File: src/apfs_pkg.sv
package apfs_pkg;

	// ==========================================
	// clock and timing
	localparam int unsigned CLOCK_HZ = 25_000_000;
	localparam int unsigned LED_HOLD_MS = 10;
	localparam int unsigned LED_HOLD_CYCLES = (CLOCK_HZ / 1000) * LED_HOLD_MS;

	// ==========================================
	// pin banks
	localparam int unsigned AUX_PINS = 10;
	localparam int unsigned PULLDOWN_PIN = 7;
	localparam logic [9:0] GENERAL_PINS = 10'h37f;
	localparam logic [9:0] CLOCK_PINS = 10'h361;
	localparam logic [9:0] BITBANG_PINS = 10'h360;

	// ==========================================
	// register offsets
	localparam int unsigned ADDR_W = 12;
	localparam logic [11:0] ADDR_FUNC_LO = 12'h000;
	localparam logic [11:0] ADDR_FUNC_HI = 12'h004;
	localparam logic [11:0] ADDR_CTRL = 12'h008;
	localparam logic [11:0] ADDR_BITBANG = 12'h00c;
	localparam logic [11:0] ADDR_STATUS = 12'h010;

	// ==========================================
	// fields
	localparam int unsigned FUNC_W = 4;
	localparam int unsigned CTRL_APPLY_BIT = 0;
	localparam int unsigned CTRL_WAKE_BIT = 1;
	localparam int unsigned CTRL_SUSP_PD_BIT = 2;
	localparam int unsigned CTRL_MODE_BIT = 3;
	localparam int unsigned BB_DATA_LSB = 0;
	localparam int unsigned BB_DIR_LSB = 16;
	localparam int unsigned ST_APPLIED_BIT = 0;
	localparam int unsigned ST_SUSPEND_BIT = 1;
	localparam int unsigned ST_CONFIGURED_BIT = 2;
	localparam int unsigned ST_TX_BUSY_BIT = 3;
	localparam int unsigned ST_IN_LSB = 16;

	// ==========================================
	// reset values
	localparam logic [31:0] FUNC_LO_RESET = 32'hd9999999;
	localparam logic [31:0] FUNC_HI_RESET = 32'h00000099;
	localparam logic [31:0] CTRL_RESET = 32'h00000000;
	localparam logic [31:0] BITBANG_RESET = 32'h00000000;

	// ==========================================
	// types
	typedef enum logic [3:0] {
		FN_TX_DRIVER_ENABLE = 4'h0,
		FN_POWER_SWITCH = 4'h1,
		FN_TX_LED = 4'h2,
		FN_RX_LED = 4'h3,
		FN_TXRX_LED = 4'h4,
		FN_SLEEP = 4'h5,
		FN_CLOCK_DIV2 = 4'h6,
		FN_CLOCK_DIV4 = 4'h7,
		FN_CLOCK_DIV8 = 4'h8,
		FN_INPUT_PULLUP = 4'h9,
		FN_DRIVE_HIGH = 4'ha,
		FN_DRIVE_LOW = 4'hb,
		FN_BITBANG = 4'hc,
		FN_INPUT_PULLDOWN = 4'hd
	} apfs_func_t;

	typedef struct packed {
		logic txd;
		logic rts_n;
		logic dtr_n;
	} apfs_uart_out_t;

	typedef struct packed {
		logic rxd;
		logic cts_n;
		logic dsr_n;
		logic carrier_detect_n;
		logic ring_indicate_n;
	} apfs_uart_in_t;

endpackage

File: src/apfs_activity_stretch.sv
`timescale 1ns/100ps
module apfs_activity_stretch #(
	parameter int unsigned HOLD = 4
) (
	// clock and reset
	input wire logic clock,
	input wire logic sys_rst,
	// activity in, led out
	input wire logic active,
	output logic led_n
);

	localparam int unsigned CW = $clog2(HOLD + 1);
	localparam logic [CW-1:0] HOLD_LOAD = CW'(HOLD);

	logic [CW-1:0] hold_count;

	// short bursts would not be visible, so keep the led lit for a while
	always_ff @(posedge clock) begin
		if (sys_rst) begin
			hold_count <= '0;
		end else if (active) begin
			hold_count <= HOLD_LOAD;
		end else if (hold_count != '0) begin
			hold_count <= hold_count - 1'b1;
		end
	end

	always_ff @(posedge clock) begin
		if (sys_rst) begin
			led_n <= 1'b1;
		end else begin
			led_n <= ~(active | (hold_count != '0));
		end
	end

endmodule // apfs_activity_stretch

File: src/apfs_clock_divider.sv
`timescale 1ns/100ps
module apfs_clock_divider (
	// clock and reset
	input wire logic clock,
	input wire logic sys_rst,
	// control
	input wire logic stop,
	// divided outputs
	output logic div2,
	output logic div4,
	output logic div8
);

	logic [2:0] count;

	// stopping resets the phase so outputs restart cleanly low
	always_ff @(posedge clock) begin
		if (sys_rst || stop) begin
			count <= 3'h0;
		end else begin
			count <= count + 3'h1;
		end
	end

	assign div2 = count[0];
	assign div4 = count[1];
	assign div8 = count[2];

endmodule // apfs_clock_divider

File: src/apfs_aux_pin_function_select.sv
// Register access over APB and the register offsets were decided locally.
`timescale 1ns/100ps
module apfs_aux_pin_function_select #(
	parameter int unsigned AUX_PINS = apfs_pkg::AUX_PINS,
	parameter int unsigned LED_HOLD_CYCLES = apfs_pkg::LED_HOLD_CYCLES
) (
	// clock and reset
	input wire logic clock,
	input wire logic sys_rst,
	// apb slave
	input wire logic psel,
	input wire logic penable,
	input wire logic pwrite,
	input wire logic [11:0] paddr,
	input wire logic [31:0] pwdata,
	output logic [31:0] prdata,
	output logic pready,
	output logic pslverr,
	// usb core status
	input wire logic usb_configured,
	input wire logic usb_suspend,
	output logic resume_request,
	// configuration memory strap
	input wire logic config_memory_present,
	// uart engine side
	input wire apfs_pkg::apfs_uart_out_t uart_out,
	output apfs_pkg::apfs_uart_in_t uart_in,
	input wire logic tx_request,
	input wire logic bit_tick,
	input wire logic tx_active,
	input wire logic tx_done,
	input wire logic rx_active,
	output logic tx_go,
	// primary pin bank
	output apfs_pkg::apfs_uart_out_t primary_pin_out,
	output logic primary_pin_oe,
	input wire apfs_pkg::apfs_uart_in_t primary_pin_in,
	output logic serial_pullup,
	output logic serial_pulldown,
	// aux pin bank
	input wire logic [AUX_PINS-1:0] aux_pin_in,
	output logic [AUX_PINS-1:0] aux_pin_out,
	output logic [AUX_PINS-1:0] aux_pin_oe,
	output logic [AUX_PINS-1:0] aux_pullup,
	output logic [AUX_PINS-1:0] aux_pulldown
);

	// ==========================================
	// functions

	function automatic logic code_allowed(input int unsigned pin, input logic [3:0] code);
		logic ok;
		ok = 1'b0;
		case (code)
			apfs_pkg::FN_CLOCK_DIV2, apfs_pkg::FN_CLOCK_DIV4,
			apfs_pkg::FN_CLOCK_DIV8, apfs_pkg::FN_DRIVE_HIGH: ok = apfs_pkg::CLOCK_PINS[pin];
			apfs_pkg::FN_BITBANG: ok = apfs_pkg::BITBANG_PINS[pin];
			apfs_pkg::FN_INPUT_PULLDOWN: ok = (pin == apfs_pkg::PULLDOWN_PIN);
			apfs_pkg::FN_INPUT_PULLUP: ok = 1'b1;
			apfs_pkg::FN_TX_DRIVER_ENABLE, apfs_pkg::FN_POWER_SWITCH,
			apfs_pkg::FN_TX_LED, apfs_pkg::FN_RX_LED, apfs_pkg::FN_TXRX_LED,
			apfs_pkg::FN_SLEEP, apfs_pkg::FN_DRIVE_LOW: ok = apfs_pkg::GENERAL_PINS[pin];
			default: ok = 1'b0;
		endcase
		return ok;
	endfunction

	function automatic logic addr_is(input logic [11:0] addr, input logic [11:0] target);
		return addr == target;
	endfunction

	// ==========================================
	// input synchronisers

	logic [AUX_PINS-1:0] aux_meta;
	logic [AUX_PINS-1:0] aux_sync;
	apfs_pkg::apfs_uart_in_t prim_meta;
	apfs_pkg::apfs_uart_in_t prim_sync;
	logic strap_meta;
	logic strap_sync;

	always_ff @(posedge clock) begin
		if (sys_rst) begin
			aux_meta <= '0;
			aux_sync <= '0;
			prim_meta <= '1;
			prim_sync <= '1;
		end else begin
			aux_meta <= aux_pin_in;
			aux_sync <= aux_meta;
			prim_meta <= primary_pin_in;
			prim_sync <= prim_meta;
		end
	end

	// strap runs through reset so the load decision sees a settled level;
	// reset must therefore last at least two clocks
	always_ff @(posedge clock) begin
		strap_meta <= config_memory_present;
		strap_sync <= strap_meta;
	end

	// ==========================================
	// registers

	logic [31:0] func_lo;
	logic [31:0] func_hi;
	logic [31:0] ctrl;
	logic [31:0] bitbang;
	logic [31:0] status_word;
	logic [31:0] next_prdata;
	logic mapped;
	logic wr_access;
	logic applied;
	logic [2:0] tx_state_code;

	always_comb begin
		mapped = 1'b0;
		next_prdata = 32'h0;
		if (addr_is(paddr, apfs_pkg::ADDR_FUNC_LO)) begin
			mapped = 1'b1;
			next_prdata = func_lo;
		end else if (addr_is(paddr, apfs_pkg::ADDR_FUNC_HI)) begin
			mapped = 1'b1;
			next_prdata = func_hi;
		end else if (addr_is(paddr, apfs_pkg::ADDR_CTRL)) begin
			mapped = 1'b1;
			next_prdata = ctrl;
		end else if (addr_is(paddr, apfs_pkg::ADDR_BITBANG)) begin
			mapped = 1'b1;
			next_prdata = bitbang;
		end else if (addr_is(paddr, apfs_pkg::ADDR_STATUS)) begin
			mapped = 1'b1;
			next_prdata = status_word;
		end
	end

	always_comb begin
		status_word = 32'h0;
		status_word[apfs_pkg::ST_APPLIED_BIT] = applied;
		status_word[apfs_pkg::ST_SUSPEND_BIT] = usb_suspend;
		status_word[apfs_pkg::ST_CONFIGURED_BIT] = usb_configured;
		status_word[apfs_pkg::ST_TX_BUSY_BIT] = tx_state_code != 3'h0;
		status_word[apfs_pkg::ST_IN_LSB +: AUX_PINS] = aux_sync;
	end

	// zero wait states: data is latched in setup, answered in access
	assign pready = 1'b1;
	assign pslverr = psel & penable & ~mapped;
	assign wr_access = psel & penable & pwrite & mapped;

	always_ff @(posedge clock) begin
		if (sys_rst) begin
			prdata <= 32'h0;
		end else if (psel && !penable && !pwrite) begin
			prdata <= next_prdata;
		end
	end

	always_ff @(posedge clock) begin
		if (sys_rst) begin
			func_lo <= apfs_pkg::FUNC_LO_RESET;
			func_hi <= apfs_pkg::FUNC_HI_RESET;
		end else if (wr_access) begin
			if (addr_is(paddr, apfs_pkg::ADDR_FUNC_LO)) begin
				func_lo <= pwdata;
			end else if (addr_is(paddr, apfs_pkg::ADDR_FUNC_HI)) begin
				func_hi <= {24'h0, pwdata[7:0]};
			end
		end
	end

	always_ff @(posedge clock) begin
		if (sys_rst) begin
			ctrl <= apfs_pkg::CTRL_RESET;
		end else if (wr_access && addr_is(paddr, apfs_pkg::ADDR_CTRL)) begin
			ctrl <= {28'h0, pwdata[3:0]};
		end
	end

	always_ff @(posedge clock) begin
		if (sys_rst) begin
			bitbang <= apfs_pkg::BITBANG_RESET;
		end else if (wr_access && addr_is(paddr, apfs_pkg::ADDR_BITBANG)) begin
			bitbang <= {6'h0, pwdata[25:16], 6'h0, pwdata[9:0]};
		end
	end

	// ==========================================
	// configuration load

	typedef enum logic [1:0] {
		CFG_LOAD = 2'b00,
		CFG_WAIT = 2'b01,
		CFG_RUN = 2'b10
	} apfs_cfg_state_t;

	apfs_cfg_state_t cfg_state;

	always_ff @(posedge clock) begin
		if (sys_rst) begin
			cfg_state <= CFG_LOAD;
		end else begin
			case (cfg_state)
				CFG_LOAD: begin
					cfg_state <= strap_sync ? CFG_WAIT : CFG_RUN;
				end
				CFG_WAIT: begin
					if (ctrl[apfs_pkg::CTRL_APPLY_BIT]) begin
						cfg_state <= CFG_RUN;
					end
				end
				CFG_RUN: begin
					cfg_state <= CFG_RUN;
				end
				default: begin
					cfg_state <= CFG_LOAD;
				end
			endcase
		end
	end

	assign applied = cfg_state == CFG_RUN;

	// ==========================================
	// rs485 driver enable sequencing

	typedef enum logic [2:0] {
		TX_IDLE = 3'b000,
		TX_ALIGN = 3'b001,
		TX_LEAD = 3'b010,
		TX_SEND = 3'b011
	} apfs_tx_state_t;

	apfs_tx_state_t tx_state;
	logic tx_den;

	// lead by one bit, hold to stop end
	always_ff @(posedge clock) begin
		if (sys_rst) begin
			tx_state <= TX_IDLE;
		end else begin
			case (tx_state)
				TX_IDLE: begin
					if (tx_request) begin
						tx_state <= TX_ALIGN;
					end
				end
				// enable rises on a tick, so its lead is a whole bit, never a fraction
				TX_ALIGN: begin
					if (bit_tick) begin
						tx_state <= TX_LEAD;
					end
				end
				TX_LEAD: begin
					if (bit_tick) begin
						tx_state <= TX_SEND;
					end
				end
				TX_SEND: begin
					if (tx_done) begin
						tx_state <= TX_IDLE;
					end
				end
				default: begin
					tx_state <= TX_IDLE;
				end
			endcase
		end
	end

	assign tx_state_code = tx_state;
	assign tx_go = (tx_state == TX_LEAD) & bit_tick;
	assign tx_den = (tx_state == TX_LEAD) | (tx_state == TX_SEND);

	// ==========================================
	// status-derived pin functions

	logic power_switch_n;
	logic sleep_n;
	logic tx_led_n;
	logic rx_led_n;
	logic txrx_led_n;
	logic clk_div2;
	logic clk_div4;
	logic clk_div8;

	assign power_switch_n = ~(usb_configured & ~usb_suspend);
	assign sleep_n = ~usb_suspend;

	apfs_activity_stretch #(.HOLD(LED_HOLD_CYCLES)) u_tx_led (
		.clock(clock),
		.sys_rst(sys_rst),
		.active(tx_active),
		.led_n(tx_led_n)
	);

	apfs_activity_stretch #(.HOLD(LED_HOLD_CYCLES)) u_rx_led (
		.clock(clock),
		.sys_rst(sys_rst),
		.active(rx_active),
		.led_n(rx_led_n)
	);

	apfs_activity_stretch #(.HOLD(LED_HOLD_CYCLES)) u_txrx_led (
		.clock(clock),
		.sys_rst(sys_rst),
		.active(tx_active | rx_active),
		.led_n(txrx_led_n)
	);

	apfs_clock_divider u_clock_div (
		.clock(clock),
		.sys_rst(sys_rst),
		.stop(usb_suspend),
		.div2(clk_div2),
		.div4(clk_div4),
		.div8(clk_div8)
	);

	// ==========================================
	// aux pin multiplexer

	logic [4*AUX_PINS-1:0] func_flat;
	assign func_flat = {func_hi[4*AUX_PINS-33:0], func_lo};

	for (genvar i = 0; i < AUX_PINS; i++) begin : g_pin
		logic [3:0] raw_code;
		logic [3:0] sel;
		logic next_out;
		logic next_oe;
		logic next_pu;
		logic next_pd;

		assign raw_code = func_flat[4*i +: 4];

		// illegal codes fall back to the pin's default input
		always_comb begin
			if (code_allowed(i, raw_code)) begin
				sel = raw_code;
			end else if (i == apfs_pkg::PULLDOWN_PIN) begin
				sel = apfs_pkg::FN_INPUT_PULLDOWN;
			end else begin
				sel = apfs_pkg::FN_INPUT_PULLUP;
			end
		end

		always_comb begin
			next_out = 1'b0;
			next_oe = 1'b1;
			next_pu = 1'b0;
			next_pd = 1'b0;
			case (sel)
				apfs_pkg::FN_TX_DRIVER_ENABLE: next_out = tx_den;
				apfs_pkg::FN_POWER_SWITCH: next_out = power_switch_n;
				apfs_pkg::FN_TX_LED: next_out = tx_led_n;
				apfs_pkg::FN_RX_LED: next_out = rx_led_n;
				apfs_pkg::FN_TXRX_LED: next_out = txrx_led_n;
				apfs_pkg::FN_SLEEP: next_out = sleep_n;
				apfs_pkg::FN_CLOCK_DIV2: next_out = clk_div2;
				apfs_pkg::FN_CLOCK_DIV4: next_out = clk_div4;
				apfs_pkg::FN_CLOCK_DIV8: next_out = clk_div8;
				apfs_pkg::FN_DRIVE_HIGH: next_out = 1'b1;
				apfs_pkg::FN_DRIVE_LOW: next_out = 1'b0;
				apfs_pkg::FN_BITBANG: begin
					next_out = bitbang[apfs_pkg::BB_DATA_LSB + i];
					next_oe = bitbang[apfs_pkg::BB_DIR_LSB + i];
				end
				apfs_pkg::FN_INPUT_PULLDOWN: begin
					next_oe = 1'b0;
					next_pd = 1'b1;
				end
				default: begin
					next_oe = 1'b0;
					next_pu = 1'b1;
				end
			endcase
		end

		always_ff @(posedge clock) begin
			if (sys_rst || !applied) begin
				aux_pin_out[i] <= 1'b0;
				aux_pin_oe[i] <= 1'b0;
				aux_pullup[i] <= 1'b0;
				aux_pulldown[i] <= 1'b0;
			end else begin
				aux_pin_out[i] <= next_out;
				aux_pin_oe[i] <= next_oe;
				aux_pullup[i] <= next_pu;
				aux_pulldown[i] <= next_pd;
			end
		end
	end

	// ==========================================
	// uart pins

	logic uart_mode;
	logic ring_prev;

	assign uart_mode = ~ctrl[apfs_pkg::CTRL_MODE_BIT];

	always_ff @(posedge clock) begin
		if (sys_rst) begin
			primary_pin_out <= '1;
			primary_pin_oe <= 1'b0;
		end else begin
			primary_pin_out <= uart_out;
			primary_pin_oe <= applied & uart_mode;
		end
	end

	assign uart_in = prim_sync;

	always_ff @(posedge clock) begin
		if (sys_rst) begin
			serial_pullup <= 1'b1;
			serial_pulldown <= 1'b0;
		end else begin
			serial_pullup <= ~(ctrl[apfs_pkg::CTRL_SUSP_PD_BIT] & usb_suspend);
			serial_pulldown <= ctrl[apfs_pkg::CTRL_SUSP_PD_BIT] & usb_suspend;
		end
	end

	always_ff @(posedge clock) begin
		if (sys_rst) begin
			ring_prev <= 1'b1;
			resume_request <= 1'b0;
		end else begin
			ring_prev <= prim_sync.ring_indicate_n;
			resume_request <= ctrl[apfs_pkg::CTRL_WAKE_BIT] & usb_suspend &
				ring_prev & ~prim_sync.ring_indicate_n;
		end
	end

endmodule // apfs_aux_pin_function_select

File: config.mk
export PLATFORM = sky130hd
export DESIGN_NAME = apfs_aux_pin_function_select
export DESIGN_NICKNAME = d
export VERILOG_FILES = /design/src/apfs_pkg.sv /design/src/apfs_activity_stretch.sv /design/src/apfs_clock_divider.sv /design/src/apfs_aux_pin_function_select.sv
export SDC_FILE = /design/constraint.sdc
export NUM_CORES = 1
export LEC_CHECK = 0
export BUFFER_PORTS_ARGS = -buffer_cell sky130_fd_sc_hd__buf_2
export CAP_MARGIN = 40
export CORE_ASPECT_RATIO = 1.4
export CORE_MARGIN = 1
export CORE_UTILIZATION = 35
export CTS_CLUSTER_DIAMETER = 50
export DETAILED_ROUTE_END_ITERATION = 10
export PLACE_DENSITY = 0.58
export SYNTH_ARGS = -nofsm -noshare
export SYNTH_HDL_FRONTEND = slang
export SYNTH_SLANG_ARGS = --single-unit
File: constraint.sdc
create_clock -name clock -period 2.1 [get_ports clock]
set_input_delay 0.315 -clock clock [delete_from_list [all_inputs] [get_ports clock]]
set_output_delay 0.315 -clock clock [all_outputs]
set_load 0.1 [all_outputs]
==> results of run 1 <==
final timing paths:
kind / startpoint / end / slack [ns] / cells after the start
min: pwdata[13] / func_lo[13]$_SDFFE_PP0P_ / 0.02 / 3
max: paddr[9] / pslverr / -0.10 / 6
max reg2reg: u_txrx_led.hold_count[11]$_SDFFE_PP0P_ / u_txrx_led.hold_count[6]$_SDFFE_PP0P_ / 0.05 / 5
min reg2reg: strap_meta$_DFF_P_ / strap_sync$_DFF_P_ / 0.33 / 0
sequential cells by signal (all words and copies together) (netlist names), 2 cells and up, named ones only:
signal	cells
u_tx_led.hold_count	18
u_rx_led.hold_count	18
aux_pullup	10
prdata	32
func_hi	8
ctrl	4
primary_pin_out	3
tx_state	2
aux_pin_out	10
prim_meta	5
u_clock_div.count	3
cfg_state	2
aux_pulldown	10
aux_pin_oe	10
bitbang	20
aux_sync	10
aux_meta	10
uart_in	5
func_lo	32
u_txrx_led.hold_count	18
layout by cell type, fill, tap and decap left out, types with 5 or more instances in the layout:
master / n
and2_1: 6
nand2b_1: 17
a31o_2: 7
buf_12: 10
nand3_1: 17
o21ai_0: 60
or3_1: 12
or2_2: 20
a22oi_1: 32
o22ai_1: 13
nor3_1: 84
a22o_1: 5
nand2_1: 176
nand4b_1: 10
nor2b_1: 42
buf_2: 155
a221oi_1: 7
o211ai_1: 5
nand3b_1: 8
dlygate4sd3_1: 23
a311o_1: 9
a21oi_1: 99
mux2i_1: 36
xnor2_1: 12
dfxtp_1: 246
a211oi_1: 8
xor2_1: 20
mux2_2: 12
nor2_1: 137
nor4_1: 13
a31oi_1: 15
buf_4: 60
clkbuf_16: 28
inv_6: 6
inv_1: 39
bufinv_16: 5
ha_1: 12
kinds of logic after synthesis:
kind of cell,synth area share [%]
and+or+nand+nor,24.8
AOI/OAI and AO/OA,16.5
DFF,44.8
buffers and inverters,4.82
muxes,5.17
xor gates and xnor gates,2.51
adders and majority gates,1.46
other,0.0336
report_power, final:
part           switching, mW  internal, mW
registers              0.141          4.92
logic                   1.22         0.696
clock network           2.12          3.25
total                   3.48          8.87
cell type report:
class | instances | area [um2] | share of cell area (%)
Sequential cell | 250 | 5010 | 35.5
Clock buffer | 35 | 767 | 5.44
Clock inverter | 17 | 256 | 1.82
Timing Repair Buffer | 252 | 1700 | 12.1
Tap cell | 395 | 494 | 3.50
Inverter | 41 | 154 | 1.09
Multi-Input combinational cell | 965 | 5730 | 40.6
critical path: cells and delay by family:
kind	cells	cell delay (ns)
buf+inv	2	0.25
compound gates	1	0.20
simple gates	3	1.12
metal layers:
layer	vias to the layer above	share of wire, %	GRT usage [%]
met5	-	0.024	0
met4	2	4.0	9.51
met3	84	5.7	3.09
met2	341	49	36.6
met1	4790	41	23.8
li1	5090	-	-
synthesized netlist by cell type (5+ instances only):
cell type | instances | share of area, %
o211ai_1 | 5 | 0.34
a311o_1 | 9 | 0.81
a31oi_1 | 15 | 0.84
nand3b_1 | 8 | 0.54
o22ai_1 | 13 | 0.73
buf_2 | 10 | 0.45
nor2_1 | 138 | 4.6
mux2i_1 | 36 | 3.2
xnor2_1 | 12 | 0.94
a31o_2 | 7 | 0.55
dfxtp_1 | 250 | 45
a22oi_1 | 32 | 2.2
or4_1 | 5 | 0.34
a22o_1 | 5 | 0.39
ha_1 | 13 | 1.5
nor2b_1 | 42 | 2.4
nor4_1 | 14 | 0.78
a21oi_1 | 99 | 4.4
or2_2 | 20 | 1.1
mux2_2 | 12 | 1.2
o21ai_0 | 63 | 2.8
a221oi_1 | 7 | 0.55
inv_1 | 41 | 1.4
nand3_1 | 17 | 0.76
and2_1 | 6 | 0.34
or3_1 | 13 | 0.73
nand2b_1 | 17 | 0.95
clkbuf_1 | 80 | 2.7
xor2_1 | 20 | 1.6
nand4b_1 | 10 | 0.78
nor3_1 | 85 | 3.8
a211oi_1 | 8 | 0.54
nand2_1 | 176 | 5.9
what timing repair did:
item	4_1_cts	5_1_grt
setup endpoints to repair	3	9
hold buffers	23	0
hold endpoints to repair	23	0
resized for setup	10	8
cloned	0	1
buffers inserted	1	1
pin swaps	3	8
through the flow:
stage,power [mW],instances,setup WS (ns),utilization (%)
5_1_grt,12.9,1955,-0.130,44.8
2_1_floorplan,6.36,1351,-0.214,-
3_5_place_dp,7.01,1877,-0.381,40.5
6_report,12.4,1955,-0.103,44.8
3_3_place_gp,6.98,1877,-0.386,40.5
4_1_cts,12.5,1953,-0.117,44.6
==> reports/qor.csv, run 1 <==
metric,value,unit
outcome,"complete, but fails checks",
failing checks,negative setup slack,
"Hold Vio Cnt, Final",0,
Layout Nets,1626,
# IOs,162,
VDD IR max,0.000978,V
Synthesized Nets,1439,
area grow syn2layout,26.3,%
initial core utilization,35.5,%
Worst EP arrival,1.89,ns
Placer Congestion,0.887,
fillers,3062,
GRT Total Usage,20.3,%
number of global-route vias before repair,9656,
Final TNS setup,-0.103,ns
# diodes,0,
cell area after synthesis,11200,um2
design area,14100,um2
die width,153,um
"EDFF count, synth",0,
Rel. slew slack,62.1,%
initial antenna violation count,1,
"slowest stage delay, CP",0.56,ns
H-tree levels,1,
DRT antenna net count,0,
Post-DP HPWL,24200,um
startpoint types,input pin,
fin crit period,2.20,ns
root buf cell,clkbuf_16,
"CTS clk-pin slew, worst paths",0.06,ns
Worst Path Required,1.78,ns
cts bufs inserted,28,
Yosys cell types,66,
CTS tree,built,
leakage,5.67,nW
setup ws final,-0.103,ns
Synth Instances,1351,
max_cap viols,0,
critical-path cell list,"buf_6, or4_4, or3_4, a21o_1, and3_4, buf_12",
Worst Clk Skew,0.0148,ns
final-report setup violation count,1,
Synth Flop Type,dfxtp_1,
critical path endpoint category,output port,
layout cells sized above 1,22.3,%
RSZ-0062 raised after global routing,yes,
total congestion overflow,0,
post-synthesis average cell area,8.27,um2
core footprint,31500,um2
first-pass GRT wire length,52300,um
crit path max-delay cell type,or4_4,
clk sink count,250,
synth warn,0,
die area,32700,um2
Slew Limit Fails,0,
PortBufs,160,
Hold Slack,0.0238,ns
largest net degree at the start of global routing,65,
WS Path Type,input pin to output port,
drt pass-1 iters,5,
register area share after synthesis,44.8,%
Die Ht,213,um
maximum clock rate,454,MHz
DR vias,10307,
Residual DRC,0,
Worst-Margin Slew,0.566,ns
Rows,77,
worst-skew pair later-pin latency,0.56,ns
PwrDens,876,nW/um2
HP Class,input pin to flop,
Crit Path Max Fanout,2,
Synth Register Bits,250,
Routed WL,34000,um
Final period util,105,%
Placed Instance Area,12800,um2
initial drt markers,746,
asr flop ratio synth,0,%
Routed WL per cell,17.4,um
vias per std cell,5.27,
clk buf depth,3,
Power figures use the tool's default switching activity.
==> run 2, diff against run 1 <==
==> constraint.sdc (replaced) <==
create_clock -name clock -period 1.8 [get_ports clock]
set_input_delay 0.27 -clock clock [delete_from_list [all_inputs] [get_ports clock]]
set_output_delay 0.27 -clock clock [all_outputs]
set_load 0.1 [all_outputs]
==> reports/qor.csv, run 2 (synthesized netlist as in run 1, its figures left out) <==
metric,value,unit
GRT Total Usage,20.9,%
# IOs,162,
clk sink count,250,
DRT antenna net count,0,
PortBufs,160,
VDD IR max,0.000782,V
"Hold Vio Cnt, Final",0,
HP Class,input pin to flop,
"slowest stage delay, CP",0.53,ns
design area,15300,um2
largest net degree at the start of global routing,41,
Final TNS setup,-3.19,ns
post-layout util,48.6,%
Placed Instance Area,13300,um2
layout cells sized above 1,30.0,%
Worst-Margin Slew,0.531,ns
core footprint,31500,um2
combinational share of power,20.4,%
Final period util,112,%
outcome,"complete, but fails checks",
Clock Power Share,38.4,%
gr busiest metal,met2,
Worst Path Required,1.53,ns
DR vias,10755,
pre-CTS WS,-0.544,ns
Largest regs,"func_lo x32, prdata x32, bitbang x20",
GR Util met2,37.9,%
leakage,6.18,nW
startpoint types,input pin,
"CTS clk-pin slew, worst paths",0.06,ns
final-report setup violation count,49,
Slew Limit Fails,0,
die area,32700,um2
fin crit period,2.01,ns
grt met3 use,2.89,%
initial drt markers,557,
die width,153,um
WS Path Type,input pin to output port,
initial core utilization,35.5,%
crit path max-delay cell type,or4_4,
area grow syn2layout,36.9,%
max_cap viols,0,
H-tree levels,1,
first-pass GRT wire length,54000,um
PwrDens,934,nW/um2
Worst Clk Skew,0.0191,ns
Crit Path Max Fanout,2,
failing checks,negative setup slack,
cts bufs inserted,27,
critical path endpoint category,output port,
setup ws final,-0.214,ns
Die Ht,213,um
Rows,77,
CTS tree,built,
DP Cell Count,1937,
Net Switching,4.16,mW
worst-skew pair later-pin latency,0.56,ns
clk buf depth,3,
RSZ-0062 raised after global routing,yes,
vias per std cell,5.24,
most frequent cells in the layout,"dfxtp_1 (241), nand2_1 (173), buf_2 (156)",
drt pass-1 iters,5,
final total power,14.3,mW
Layout Nets,1724,
Post-DP HPWL,24800,um
initial antenna violation count,1,
fillers,2952,
"commonest non-fill, non-tap cell in the layout",dfxtp_1,
Rel. slew slack,64.8,%
number of global-route vias before repair,10289,
switching share of power,29.1,%
critical-path cell list,"buf_6, or4_4, or3_4, a21o_1, and3_4, buf_12",
root buf cell,clkbuf_16,
Placer Congestion,0.862,
Int Pwr,10.1,mW
Routed WL per cell,17.2,um
maximum clock rate,496,MHz
Hold Slack,0.0252,ns
Final Instance Count excl. Fillers,2053,
Seq pwr share,41.2,%
total congestion overflow,0,
Worst EP arrival,1.74,ns
Routed WL,35400,um
Residual DRC,0,
met1 Usage GRT,24.2,%
==> run 2: cell count changes in the layout (fill, tap and decap cells not counted), moves of 6 or more <==
cell / before / now
a21oi_2: 0 / 9
a21oi_1: 99 / 89
buf_6: 4 / 19
o21ai_0: 60 / 53
nor4_1: 13 / 7
nor3_1: 84 / 78
dlygate4sd3_1: 23 / 44
nand3_1: 17 / 11
nand3_2: 0 / 6
buf_4: 60 / 118
==> run 2: power groups by stage <==
stage          combinational (mW)  clock (mW)  sequential (mW)
2_1_floorplan                1.15           0             6.31
3_3_place_gp                 2.40           0             5.98
3_5_place_dp                 2.41           0             5.99
4_1_cts                      2.63        5.64             5.87
5_1_grt                      3.11        5.86             5.91
6_report                     2.92        5.49             5.89
==> run 2: path summary, 6_finish.rpt <==
check | cells past startpoint | start | endpoint | slack (ns)
max | 6 | paddr[10] | pslverr | -0.21
min | 3 | pwdata[27] | func_lo[27]$_SDFFE_PP1P_ | 0.03
max reg2reg | 5 | u_txrx_led.hold_count[8]$_SDFFE_PP0P_ | u_txrx_led.hold_count[6]$_SDFFE_PP0P_ | -0.18
min reg2reg | 0 | strap_meta$_DFF_P_ | strap_sync$_DFF_P_ | 0.33
==> run 2: cell type report <==
| class | count | area (um2) | area share (%) |
|---|---|---|---|
| Sequential cell | 250 | 5020 | 32.8 |
| Inverter | 41 | 154 | 1.01 |
| Clock inverter | 13 | 87.6 | 0.573 |
| Clock buffer | 37 | 803 | 5.25 |
| Timing Repair Buffer | 351 | 2610 | 17.0 |
| Antenna cell | 1 | 2.50 | 0.0164 |
| Tap cell | 395 | 494 | 3.23 |
| Multi-Input combinational cell | 965 | 6130 | 40.1 |
==> run 2: repair_timing <==
action / CTS / global route
endpoints found under the setup margin: 37 / 95
gates resized for setup: 36 / 72
pin swaps: 26 / 47
hold endpoints to repair: 55 / 0
gates cloned: 1 / 2
setup buffers: 7 / 13
hold buffers: 44 / 0
==> run 2: worst max-delay path, delay by kind of cell <==
| kind | cells | cell delay (ns) |
|---|---|---|
| compound gates | 1 | 0.16 |
| buf+inv | 2 | 0.25 |
| simple gates | 3 | 1.06 |
==> run 2: per-layer routing <==
metal / up-vias / wire length, um
met3: 79 / 1740
met5: - / 0
li1: 5281 / -
met4: 0 / 1530
met1: 5091 / 14300
met2: 304 / 17700
